[src/hdl/ticc_pkg.sv]
// Constants shared by the counter interrupt channel conditioning block.
// Assumes a single 250 MHz clock and a synchronous active-low reset.
`default_nettype none
package ticc_pkg;
	// Reset values of the control bits: channels blocked, polarity inverted
	localparam logic TICC_RST_MASK = 1'h0;
	localparam logic TICC_RST_POL = 1'h0;
	localparam logic TICC_RST_SEL = 1'h0;
	// Board clock figures
	localparam int TICC_MCLK_HZ = 250000000;
	localparam int TICC_FAST_HZ = 2000000;
	localparam int TICC_SLOW_HZ = 32768;
	// Half periods of the counter-1 clock sources, in mclk cycles
	localparam int TICC_FAST_HALF = TICC_MCLK_HZ / (2 * TICC_FAST_HZ);
	localparam int TICC_SLOW_HALF = TICC_MCLK_HZ / (2 * TICC_SLOW_HZ);
	// Width of the clock divider counter
	localparam int TICC_DIV_W = 12;
	// Request state encoding
	typedef enum logic [1:0] {
		TICC_IDLE = 2'h0,
		TICC_REQ = 2'h1
	} ticc_state_e;
endpackage : ticc_pkg
`default_nettype wire

[src/hdl/ticc_top.sv]
// Conditioning of the two counter-driven interrupt channels and the merged request.
// Assumes counter outputs and port pin are synchronous to mclk; channels 0 and 1
// arrive already conditioned from the port-pin logic outside this block.
`timescale 1ns/1ps
`default_nettype none
module ticc_top (
	// Board clock and synchronous reset
	input wire logic mclk,
	input wire logic rst_b,
	// Pin and control bits, all static levels from the host side
	input wire logic port_c_bit0, // Port C bit 0 of the second port group
	input wire logic cnt0_input_polarity_sel, // 1 complements the counter-0 input
	input wire logic cnt1_clock_sel, // 0 picks 2 MHz, 1 picks 32768 Hz
	input wire logic chan2_mask_enable, // 1 lets channel 2 through
	input wire logic chan3_mask_enable, // 1 lets channel 3 through
	input wire logic chan2_polarity, // 0 inverts the counter-0 output
	input wire logic chan3_polarity, // 0 inverts the counter-2 output
	// Counter outputs that feed channels 2 and 3
	input wire logic counter0_output, // From counter 0
	input wire logic counter2_output, // From counter 2
	// Channels 0 and 1, already conditioned by the port-pin logic
	input wire logic irq_channel_zero, // Conditioned channel 0 from port logic
	input wire logic irq_channel_one, // Conditioned channel 1 from port logic
	// Counter inputs, channel status and the merged request
	output logic counter0_input, // To counter 0
	output logic counter1_input, // To counter 1
	output logic irq_channel_two, // Channel-2 status, after mask
	output logic irq_channel_three, // Channel-3 status, after mask
	output logic host_irq_b // Merged request, low while any channel is high
);
	// Registered state of the whole block; every output comes straight from a flop
	typedef struct packed {
		logic cnt0_in; // Counter-0 input
		logic cnt1_in; // Counter-1 clock, registered so a source swap lands on an edge
		logic ch2; // Masked channel 2
		logic ch3; // Masked channel 3
		logic irq_b; // Active-low request
		ticc_pkg::ticc_state_e st; // Request state
	} ticc_state_s;

	// Present and next copies of the state
	ticc_state_s s_q, s_d;
	logic fast_clk; // 2 MHz source
	logic slow_clk; // 32768 Hz source

	// Half period of the fast source, as a plain constant for the delay check below
	localparam int FAST_HALF_CYC = ticc_pkg::TICC_FAST_HALF;

	// Polarity and mask applied together; used for both counter channels
	function automatic logic ticc_cond(input logic src, input logic pol, input logic en);
		ticc_cond = en & (pol ? src : ~src);
	endfunction : ticc_cond

	// The two clock sources; both are approximate since neither half period is a whole number of mclk cycles
	// Both dividers restart from reset, so their phase is tied to the release of rst_b
	ticc_clkdiv #(.W(ticc_pkg::TICC_DIV_W)) u_fast (
		.mclk(mclk),
		.rst_b(rst_b),
		.half_cnt(ticc_pkg::TICC_DIV_W'(ticc_pkg::TICC_FAST_HALF)),
		.clk_out(fast_clk)
	);
	ticc_clkdiv #(.W(ticc_pkg::TICC_DIV_W)) u_slow (
		.mclk(mclk),
		.rst_b(rst_b),
		.half_cnt(ticc_pkg::TICC_DIV_W'(ticc_pkg::TICC_SLOW_HALF)),
		.clk_out(slow_clk)
	);

	// Next state of the conditioning paths
	always_comb begin
		s_d = s_q;
		// Counter-0 input: the pin level, complemented when the select bit is set
		s_d.cnt0_in = cnt0_input_polarity_sel ? ~port_c_bit0 : port_c_bit0;
		// Counter-1 clock: one of the two internal dividers
		s_d.cnt1_in = cnt1_clock_sel ? slow_clk : fast_clk;
		// Counter channels: polarity first, then the mask, so a blocked channel stays low
		s_d.ch2 = ticc_cond(counter0_output, chan2_polarity, chan2_mask_enable);
		s_d.ch3 = ticc_cond(counter2_output, chan3_polarity, chan3_mask_enable);
		// Equal-priority merge; simultaneous channels give one request
		case (s_q.st)
			ticc_pkg::TICC_IDLE: begin
				// Any channel high opens a request
				if (s_d.ch2 | s_d.ch3 | irq_channel_zero | irq_channel_one) begin
					s_d.st = ticc_pkg::TICC_REQ;
				end
			end
			ticc_pkg::TICC_REQ: begin
				// Held low as long as any source stays high; a steady source repeats
				if (!(s_d.ch2 | s_d.ch3 | irq_channel_zero | irq_channel_one)) begin
					s_d.st = ticc_pkg::TICC_IDLE;
				end
			end
			// Unused codes fall back to idle instead of locking the request
			default: s_d.st = ticc_pkg::TICC_IDLE;
		endcase
		// Decoded from the next state, so the pin adds no cycle beyond the channel flops
		s_d.irq_b = (s_d.st != ticc_pkg::TICC_REQ);
	end

	// State register
	always_ff @(posedge mclk) begin
		// Reset: counter inputs low, channels blocked, request released
		if (!rst_b) begin
			s_q.cnt0_in <= 1'h0;
			s_q.cnt1_in <= 1'h0;
			s_q.ch2 <= ticc_pkg::TICC_RST_MASK;
			s_q.ch3 <= ticc_pkg::TICC_RST_MASK;
			s_q.irq_b <= 1'h1;
			s_q.st <= ticc_pkg::TICC_IDLE;
		end else begin
			// Normal run: take the next state on every edge
			s_q <= s_d;
		end
	end

	// Outputs straight from the state register
	assign counter0_input = s_q.cnt0_in;
	assign counter1_input = s_q.cnt1_in;
	assign irq_channel_two = s_q.ch2;
	assign irq_channel_three = s_q.ch3;
	assign host_irq_b = s_q.irq_b;
endmodule : ticc_top
`default_nettype wire

[src/hdl/ticc_clkdiv.sv]
// Square wave generator: toggles its output every half_cnt mclk cycles.
// Assumes half_cnt is at least one and stable while running.
`timescale 1ns/1ps
`default_nettype none
module ticc_clkdiv #(
	parameter int W = ticc_pkg::TICC_DIV_W
) (
	input wire logic mclk,
	input wire logic rst_b,
	input wire logic [W-1:0] half_cnt,
	output logic clk_out
);
	typedef struct packed {
		logic [W-1:0] cnt; // Cycles spent in the current half period
		logic lvl; // Output level
	} ticc_div_s;
	ticc_div_s s_q, s_d;

	// Next state: toggle at the end of each half period
	always_comb begin
		s_d = s_q;
		if (s_q.cnt >= half_cnt - W'(1)) begin
			s_d.cnt = '0;
			s_d.lvl = ~s_q.lvl;
		end else begin
			s_d.cnt = s_q.cnt + W'(1);
		end
	end

	// State register
	always_ff @(posedge mclk) begin
		if (!rst_b) begin
			s_q <= '0;
		end else begin
			s_q <= s_d;
		end
	end

	assign clk_out = s_q.lvl;
endmodule : ticc_clkdiv
`default_nettype wire

[config.mk]
export PLATFORM = sky130hd
export DESIGN_NAME = ticc_top
export DESIGN_NICKNAME = d
export VERILOG_FILES = /design/src/hdl/ticc_pkg.sv /design/src/hdl/ticc_top.sv /design/src/hdl/ticc_clkdiv.sv
export SDC_FILE = /design/constraint.sdc
export NUM_CORES = 1
export LEC_CHECK = 0
export ABC_CLOCK_PERIOD_IN_PS = 1790
export BUFFER_PORTS_ARGS = -buffer_cell sky130_fd_sc_hd__buf_2
export CORE_MARGIN = 2
export CORE_UTILIZATION = 54
export DETAILED_ROUTE_END_ITERATION = 10
export GPL_ROUTABILITY_DRIVEN = 0
export PLACE_DENSITY = 0.76
export SYNTH_ARGS = -nofsm -noshare
export SYNTH_HDL_FRONTEND = slang
export SYNTH_HIERARCHICAL = 1
export SYNTH_SLANG_ARGS = --single-unit
[constraint.sdc]
create_clock -name mclk -period 1.79 [get_ports mclk]
set_input_delay 0.2685 -clock mclk [delete_from_list [all_inputs] [get_ports mclk]]
set_output_delay 0.2685 -clock mclk [all_outputs]
set_load 0.005 [all_outputs]
==> impl_metrics.json, run 1 <==
{
  "drt_iter0_drc": 78,
  "rrSetupSlack_ns": 0.06,
  "setup_viol": 0,
  "grt_pass1_vias": 1753,
  "setup_ws_ns": 0.0617,
  "crit_fanout": 6,
  "grt_max_degree": 13,
  "die_w_um": 67.6,
  "worstReg2RegStart": "u_fast/s_q[1]$_SDFF_PP0_",
  "coreArea_sq_mm": 0.00394,
  "multiInputGateArea_sq_mm": 0.00179,
  "arrival_ns": 1.95,
  "rr_worst_depth": 8,
  "hp-class": "primary input to flop",
  "finalHoldViolCount": 0,
  "p_total_mw": 1.60,
  "synth.avg_cell_area_sq_um": 8.56,
  "die-area_sq_mm": 0.00457,
  "num-nets-final": 402,
  "cts.sinks": 32,
  "hp-start": "chan3_mask_enable",
  "clk_pin_slew_ns": 0.07,
  "n_antenna_cell": 0,
  "holdPathEnd": "irq_channel_three$_SDFF_PN0_",
  "cts_hold_buffers": 0,
  "start_util": 0.553,
  "maxCapViolCount": 0,
  "synthTopCellsByArea": "dfxtp_1 (29%), ha_1 (16%), xnor2_1 (10%), xor2_1 (6.4%), nor2_1 (6.4%)",
  "place_hpwl_um": 3240,
  "vias": 1863,
  "ant_nets": 0,
  "ios": 18,
  "drc": 0,
  "cp.required_ns": 2.01,
  "ys_warn_count": 6,
  "status": "completed",
  "final_cells": 411,
  "syn_inst": 255,
  "synth_area_sq_mm": 0.00218,
  "pre_cts_slack_ns": 0.0709,
  "numCtsBuffers": 5,
  "rows": 23,
  "finalSetupTns_ns": 0,
  "antenna_found_initial": 0,
  "n_fill_cell": 324,
  "placedCellCount": 402,
  "drive_gt1_frac": 0.158,
  "final_cell_area_sq_mm": 0.00284,
  "clk_latency_ns": 0.28,
  "cp-start-kind": "flop",
  "regArea_sq_um": 643,
  "yosysSeqAreaShare": 0.294,
  "period_minus_slack_ns": 1.73,
  "dr.pass1.iters": 6,
  "cts_tree": "done",
  "synth.distinct_cells": 35,
  "synth-seq-cells": 32,
  "fin_util": 0.720,
  "grt_use_total": 0.202,
  "drt-total-wl_um": 4330,
  "portBuffers": 17,
  "viasPerCell": 4.53,
  "grt-ovfl-total": 0,
  "r2r_end": "u_fast/s_q[4]$_SDFF_PP0_",
  "path_class": "flop to flop",
  "wire_per_inst_um": 10.5,
  "fin_skew_ns": 0.00437,
  "synth_top_area_frac": 0.294,
  "synth_top_area_cell": "dfxtp_1",
  "area_growth_pct": 30.2,
  "h-tree-depth": 2,
  "timing.fmax_mhz": 579,
  "maxSlewViolCount": 0,
  "p_per_area_mw_per_mm2": 562,
  "die-height_um": 67.6,
  "min_path_cells": 3,
  "postPlaceCellArea_sq_mm": 0.00266,
  "p_leak_nw": 1.27,
  "grt_setup_unrepaired": "yes",
  "peakVddDrop_v": 0.000420,
  "critPathCaptureType": "flop",
  "cts_root_buf": "clkbuf_8",
  "cts_buffer_depth": 2,
  "grt_pass1_wl_um": 7000,
  "finalCritPeriodShare": 0.966,
  "fin_hold_ws_ns": 0.242
}
-- power by group --
part           internal [mW]  leakage, nW  total [mW]  switching, mW
Sequential             0.732        0.261       0.746         0.0141
Combinational          0.122        0.955       0.257          0.135
Clock                  0.342       0.0503       0.593          0.251
Total                   1.20         1.27        1.60          0.400
-- metal layers --
metal	track usage	vias to the layer above	share of wire
li1	-	1003	-
met1	0.214	827	0.41
met2	0.386	31	0.55
met3	0.0467	2	0.030
met4	0.0714	0	0.0067
met5	0	-	0
-- worst max-delay path by stage --
stage	cells after the start	to	startpoint	slack, ns
after global routing	8	u_fast/s_q[4]$_SDFF_PP0_	u_fast/s_q[1]$_SDFF_PP0_	-0.02
after global placement	6	u_slow/clk_out$_SDFFE_PN0P_	u_slow/s_q[12]$_SDFF_PP0_	0.10
after detailed placement	6	u_slow/clk_out$_SDFFE_PN0P_	u_slow/s_q[12]$_SDFF_PP0_	0.07
final	8	u_fast/s_q[4]$_SDFF_PP0_	u_fast/s_q[1]$_SDFF_PP0_	0.06
after floorplan	6	u_slow/clk_out$_SDFFE_PN0P_	u_slow/s_q[9]$_SDFF_PP0_	0.10
after CTS	8	u_fast/s_q[9]$_SDFF_PP0_	u_fast/s_q[1]$_SDFF_PP0_	0.04
-- synthesized netlist by cell type --
master	count
nand3b_1	1
nand2b_1	4
mux2i_1	1
a31o_1	1
nor4_1	7
o21a_1	2
buf_6	2
or3_1	1
a21oi_4	1
inv_1	13
nor3b_1	1
a21oi_1	7
conb_1	2
ha_1	28
nor3_1	8
a221o_1	1
o31a_1	2
o21ai_1	1
nand4_1	2
nor4_2	1
xnor2_1	25
nand3_2	1
nor2_1	37
nor2_4	1
nand2_1	18
xor2_1	16
and3_1	2
nor2_2	9
a2111oi_4	1
o21ai_0	4
nand3_1	19
a211oi_1	2
nand2b_4	1
nor3b_2	1
dfxtp_1	32
-- registers in the layout (all words and copies together), names as in the netlist --
signal and cells:
u_slow/s_q 12, host_irq_b 1, counter1_input 1, u_fast/clk_out 1
irq_channel_two 1, s_q 1, u_slow/clk_out 1, counter0_input 1
u_fast/s_q 12, irq_channel_three 1
-- critical path, stage by stage, from the launching register on --
cell       delay (ns)
dfxtp_2          0.32
inv_2            0.06
ha_4             0.18
nand2b_4         0.14
a2111oi_4        0.29
nand3b_1         0.22
nand3_2          0.15
clkbuf_16        0.21
nor2_4           0.10
-- final cells by class --
class | instances | area share
Inverter | 13 | 0.0172
Multi-Input combinational cell | 281 | 0.631
Tap cell | 50 | 0.0220
Sequential cell | 32 | 0.226
Clock buffer | 7 | 0.0339
Timing Repair Buffer | 28 | 0.0696
-- cell usage in the layout (no fill, tap or decap), drive strengths merged --
master / Yosys / final
nand3b: 1 / 1
mux2i: 1 / 1
nor2: 47 / 47
inv: 13 / 13
xnor2: 25 / 25
nand4: 2 / 2
buf: 2 / 27
a221o: 1 / 1
nor3b: 2 / 2
dfxtp: 32 / 32
nand2: 18 / 18
clkbuf: 0 / 8
ha: 28 / 28
a2111oi: 1 / 1
nand3: 20 / 20
a31o: 1 / 1
nand2b: 5 / 5
o21ai: 5 / 5
a21oi: 8 / 8
nor4: 8 / 8
o21a: 2 / 2
a211oi: 2 / 2
conb: 2 / 75
nor3: 8 / 8
o31a: 2 / 2
and3: 2 / 2
xor2: 16 / 16
or3: 1 / 1
-- cell families (layout without fill, tap and decap cells) --
group / Yosys count / count (layout) / synth area share
AND/OR/NAND/NOR: 114 / 114 / 0.263
XOR/XNOR: 41 / 41 / 0.165
flip-flops: 32 / 32 / 0.294
adder cells (fa/ha/maj): 28 / 28 / 0.161
AO/OA/AOI/OAI: 22 / 22 / 0.0780
buffers and inverters: 15 / 48 / 0.0327
other: 2 / 75 / 0.00344
multiplexers: 1 / 1 / 0.00459
-- repair_timing --
item / in CTS / in global routing
resized for setup: 0 / 10
endpoints found under the hold margin: 0 / 0
setup buffers: 0 / 1
endpoints found under the setup margin: 0 / 20
No activity file was read; power rests on OpenSTA's default activity.
==> inputs of run 2 (changes only) <==
- ABC_CLOCK_PERIOD_IN_PS: 1790 -> 1800
- CORE_UTILIZATION: 54 -> 50
- PLACE_DENSITY: 0.76 -> 0.69
- clock period: 1.79 -> 1.8 ns (I/O delays scaled with it)
==> impl_metrics.json, run 2 (same netlist as run 1, synthesis figures left out) <==
{
  "cp-start-kind": "flop",
  "p_total_mw": 1.66,
  "cts_root_buf": "clkbuf_8",
  "r2r_end": "u_slow/clk_out$_SDFFE_PN0P_",
  "fin_util": 0.670,
  "viasPerCell": 4.36,
  "h-tree-depth": 2,
  "maxCapViolCount": 0,
  "clk_latency_ns": 0.28,
  "vias": 1805,
  "maxSlewViolCount": 0,
  "rows": 24,
  "die-area_sq_mm": 0.00491,
  "min_path_cells": 3,
  "crit_start": "u_slow/s_q[9]$_SDFF_PP0_",
  "wl_met2_um": 1940,
  "die-height_um": 70.1,
  "rr_worst_depth": 6,
  "numCtsBuffers": 5,
  "n_antenna_cell": 0,
  "area_growth_pct": 30.8,
  "coreArea_sq_mm": 0.00426,
  "largestRegisters": "u_fast/s_q: 12 flops, u_slow/s_q: 12 flops",
  "portBuffers": 17,
  "grt_use_total": 0.175,
  "hp-start": "chan2_mask_enable",
  "start_util": 0.512,
  "post_cts_buffers": 0,
  "layout_common_cells": "conb_1 (75), nor2_1 (36), dfxtp_1 (27)",
  "fin_skew_ns": 0.00857,
  "finalCritPeriodShare": 0.957,
  "drt-total-wl_um": 3750,
  "final_common_cell": "conb_1",
  "worstReg2RegStart": "u_slow/s_q[9]$_SDFF_PP0_",
  "arrival_ns": 1.90,
  "path_class": "flop to flop",
  "crit_fanout": 3,
  "num-nets-final": 402,
  "grt-ovfl-total": 0,
  "rrSetupSlack_ns": 0.08,
  "drt_iter0_drc": 49,
  "timing.fmax_mhz": 581,
  "p_leak_nw": 1.28,
  "period_minus_slack_ns": 1.72,
  "p_per_area_mw_per_mm2": 582,
  "grt_pass1_wl_um": 6980,
  "wire_per_inst_um": 9.07,
  "peakVddDrop_v": 0.000591,
  "m1WireLength_um": 1700,
  "drive_gt1_frac": 0.171,
  "cts.sinks": 32,
  "place_hpwl_um": 3070,
  "grt_setup_unrepaired": "yes",
  "cts_buffer_depth": 2,
  "setup_viol": 0,
  "clk_pin_slew_ns": 0.07,
  "ios": 18,
  "dr.pass1.iters": 4,
  "grt_max_degree": 13,
  "grt_pass1_vias": 1681,
  "antenna_found_initial": 0,
  "status": "completed",
  "cts_tree": "done",
  "critPathCaptureType": "flop",
  "drc": 0,
  "hp-class": "primary input to flop",
  "cp.required_ns": 1.98,
  "holdPathEnd": "irq_channel_two$_SDFF_PN0_",
  "ant_nets": 0,
  "finalHoldViolCount": 0,
  "highest_layer": "met4",
  "die_w_um": 70.1,
  "dr_wl_met3_um": 66
}
[run 2: cell count changes in the layout (fill, tap and decap cells not counted), sizes merged]
cell,delta
bufinv,+1
clkbuf,-2
clkinv,+1
clkinvlp,+1
[run 2: worst max-delay path by stage]
| stage | endpoint | slack (ns) | cells past startpoint |
|---|---|---|---|
| floorplan | u_slow/clk_out$_SDFFE_PN0P_ | 0.11 | 6 |
| global placement | u_slow/clk_out$_SDFFE_PN0P_ | 0.09 | 6 |
| detailed placement | u_slow/clk_out$_SDFFE_PN0P_ | 0.05 | 6 |
| CTS | u_slow/s_q[9]$_SDFF_PP0_ | 0.02 | 7 |
| global route | u_slow/s_q[11]$_SDFF_PP0_ | -0.008 | 7 |
| finish | u_slow/clk_out$_SDFFE_PN0P_ | 0.08 | 6 |
[run 2: area by class of cell]
type | count | area (sq um)
clock inverters | 3 | 42.5
inverters | 13 | 48.8
multi-input cells | 281 | 1780
repair buffers | 28 | 201
well taps | 52 | 65.1
clock buffers | 5 | 68.8
flip-flops and latches | 32 | 647
fillers | 376 | 1410
[run 2: routing by layer]
| layer | up-vias | track usage |
|---|---|---|
| met5 | - | 0 |
| met4 | 0 | 0.0556 |
| met3 | 6 | 0.0404 |
| met2 | 16 | 0.299 |
| met1 | 776 | 0.217 |
| li1 | 1007 | - |
[run 2: report_power, final]
group | internal, mW | leakage (nW) | switching, mW | total [mW]
clock network | 0.409 | 0.0541 | 0.268 | 0.678
logic | 0.120 | 0.961 | 0.124 | 0.244
registers | 0.727 | 0.262 | 0.0127 | 0.740
total | 1.26 | 1.28 | 0.405 | 1.66
[run 2: timing repair]
action	4_1_cts	5_1_grt
hold buffers	0	0
setup endpoints to repair	0	19
resized for setup	0	11
[run 2: metrics by stage]
stage,hold WS [ns],TNS (ns),setup WS (ns),instance area (sq um),cells
finish,0.220,0,0.0782,2860,414
global route,0.235,-0.0121,-0.00800,2860,414
CTS,0.217,0,0.0246,2780,413
detailed placement,0.456,0,0.0475,2670,405
global placement,0.449,0,0.0938,2670,405
floorplan,0.387,0,0.114,2460,328
[run 2: worst max-delay path, stage by stage (launching register included)]
cell	delay, ns
dfxtp_2	0.34
ha_4	0.26
nand3_1	0.07
or3_4	0.33
a221o_1	0.31
and3_1	0.16
o21a_1	0.16
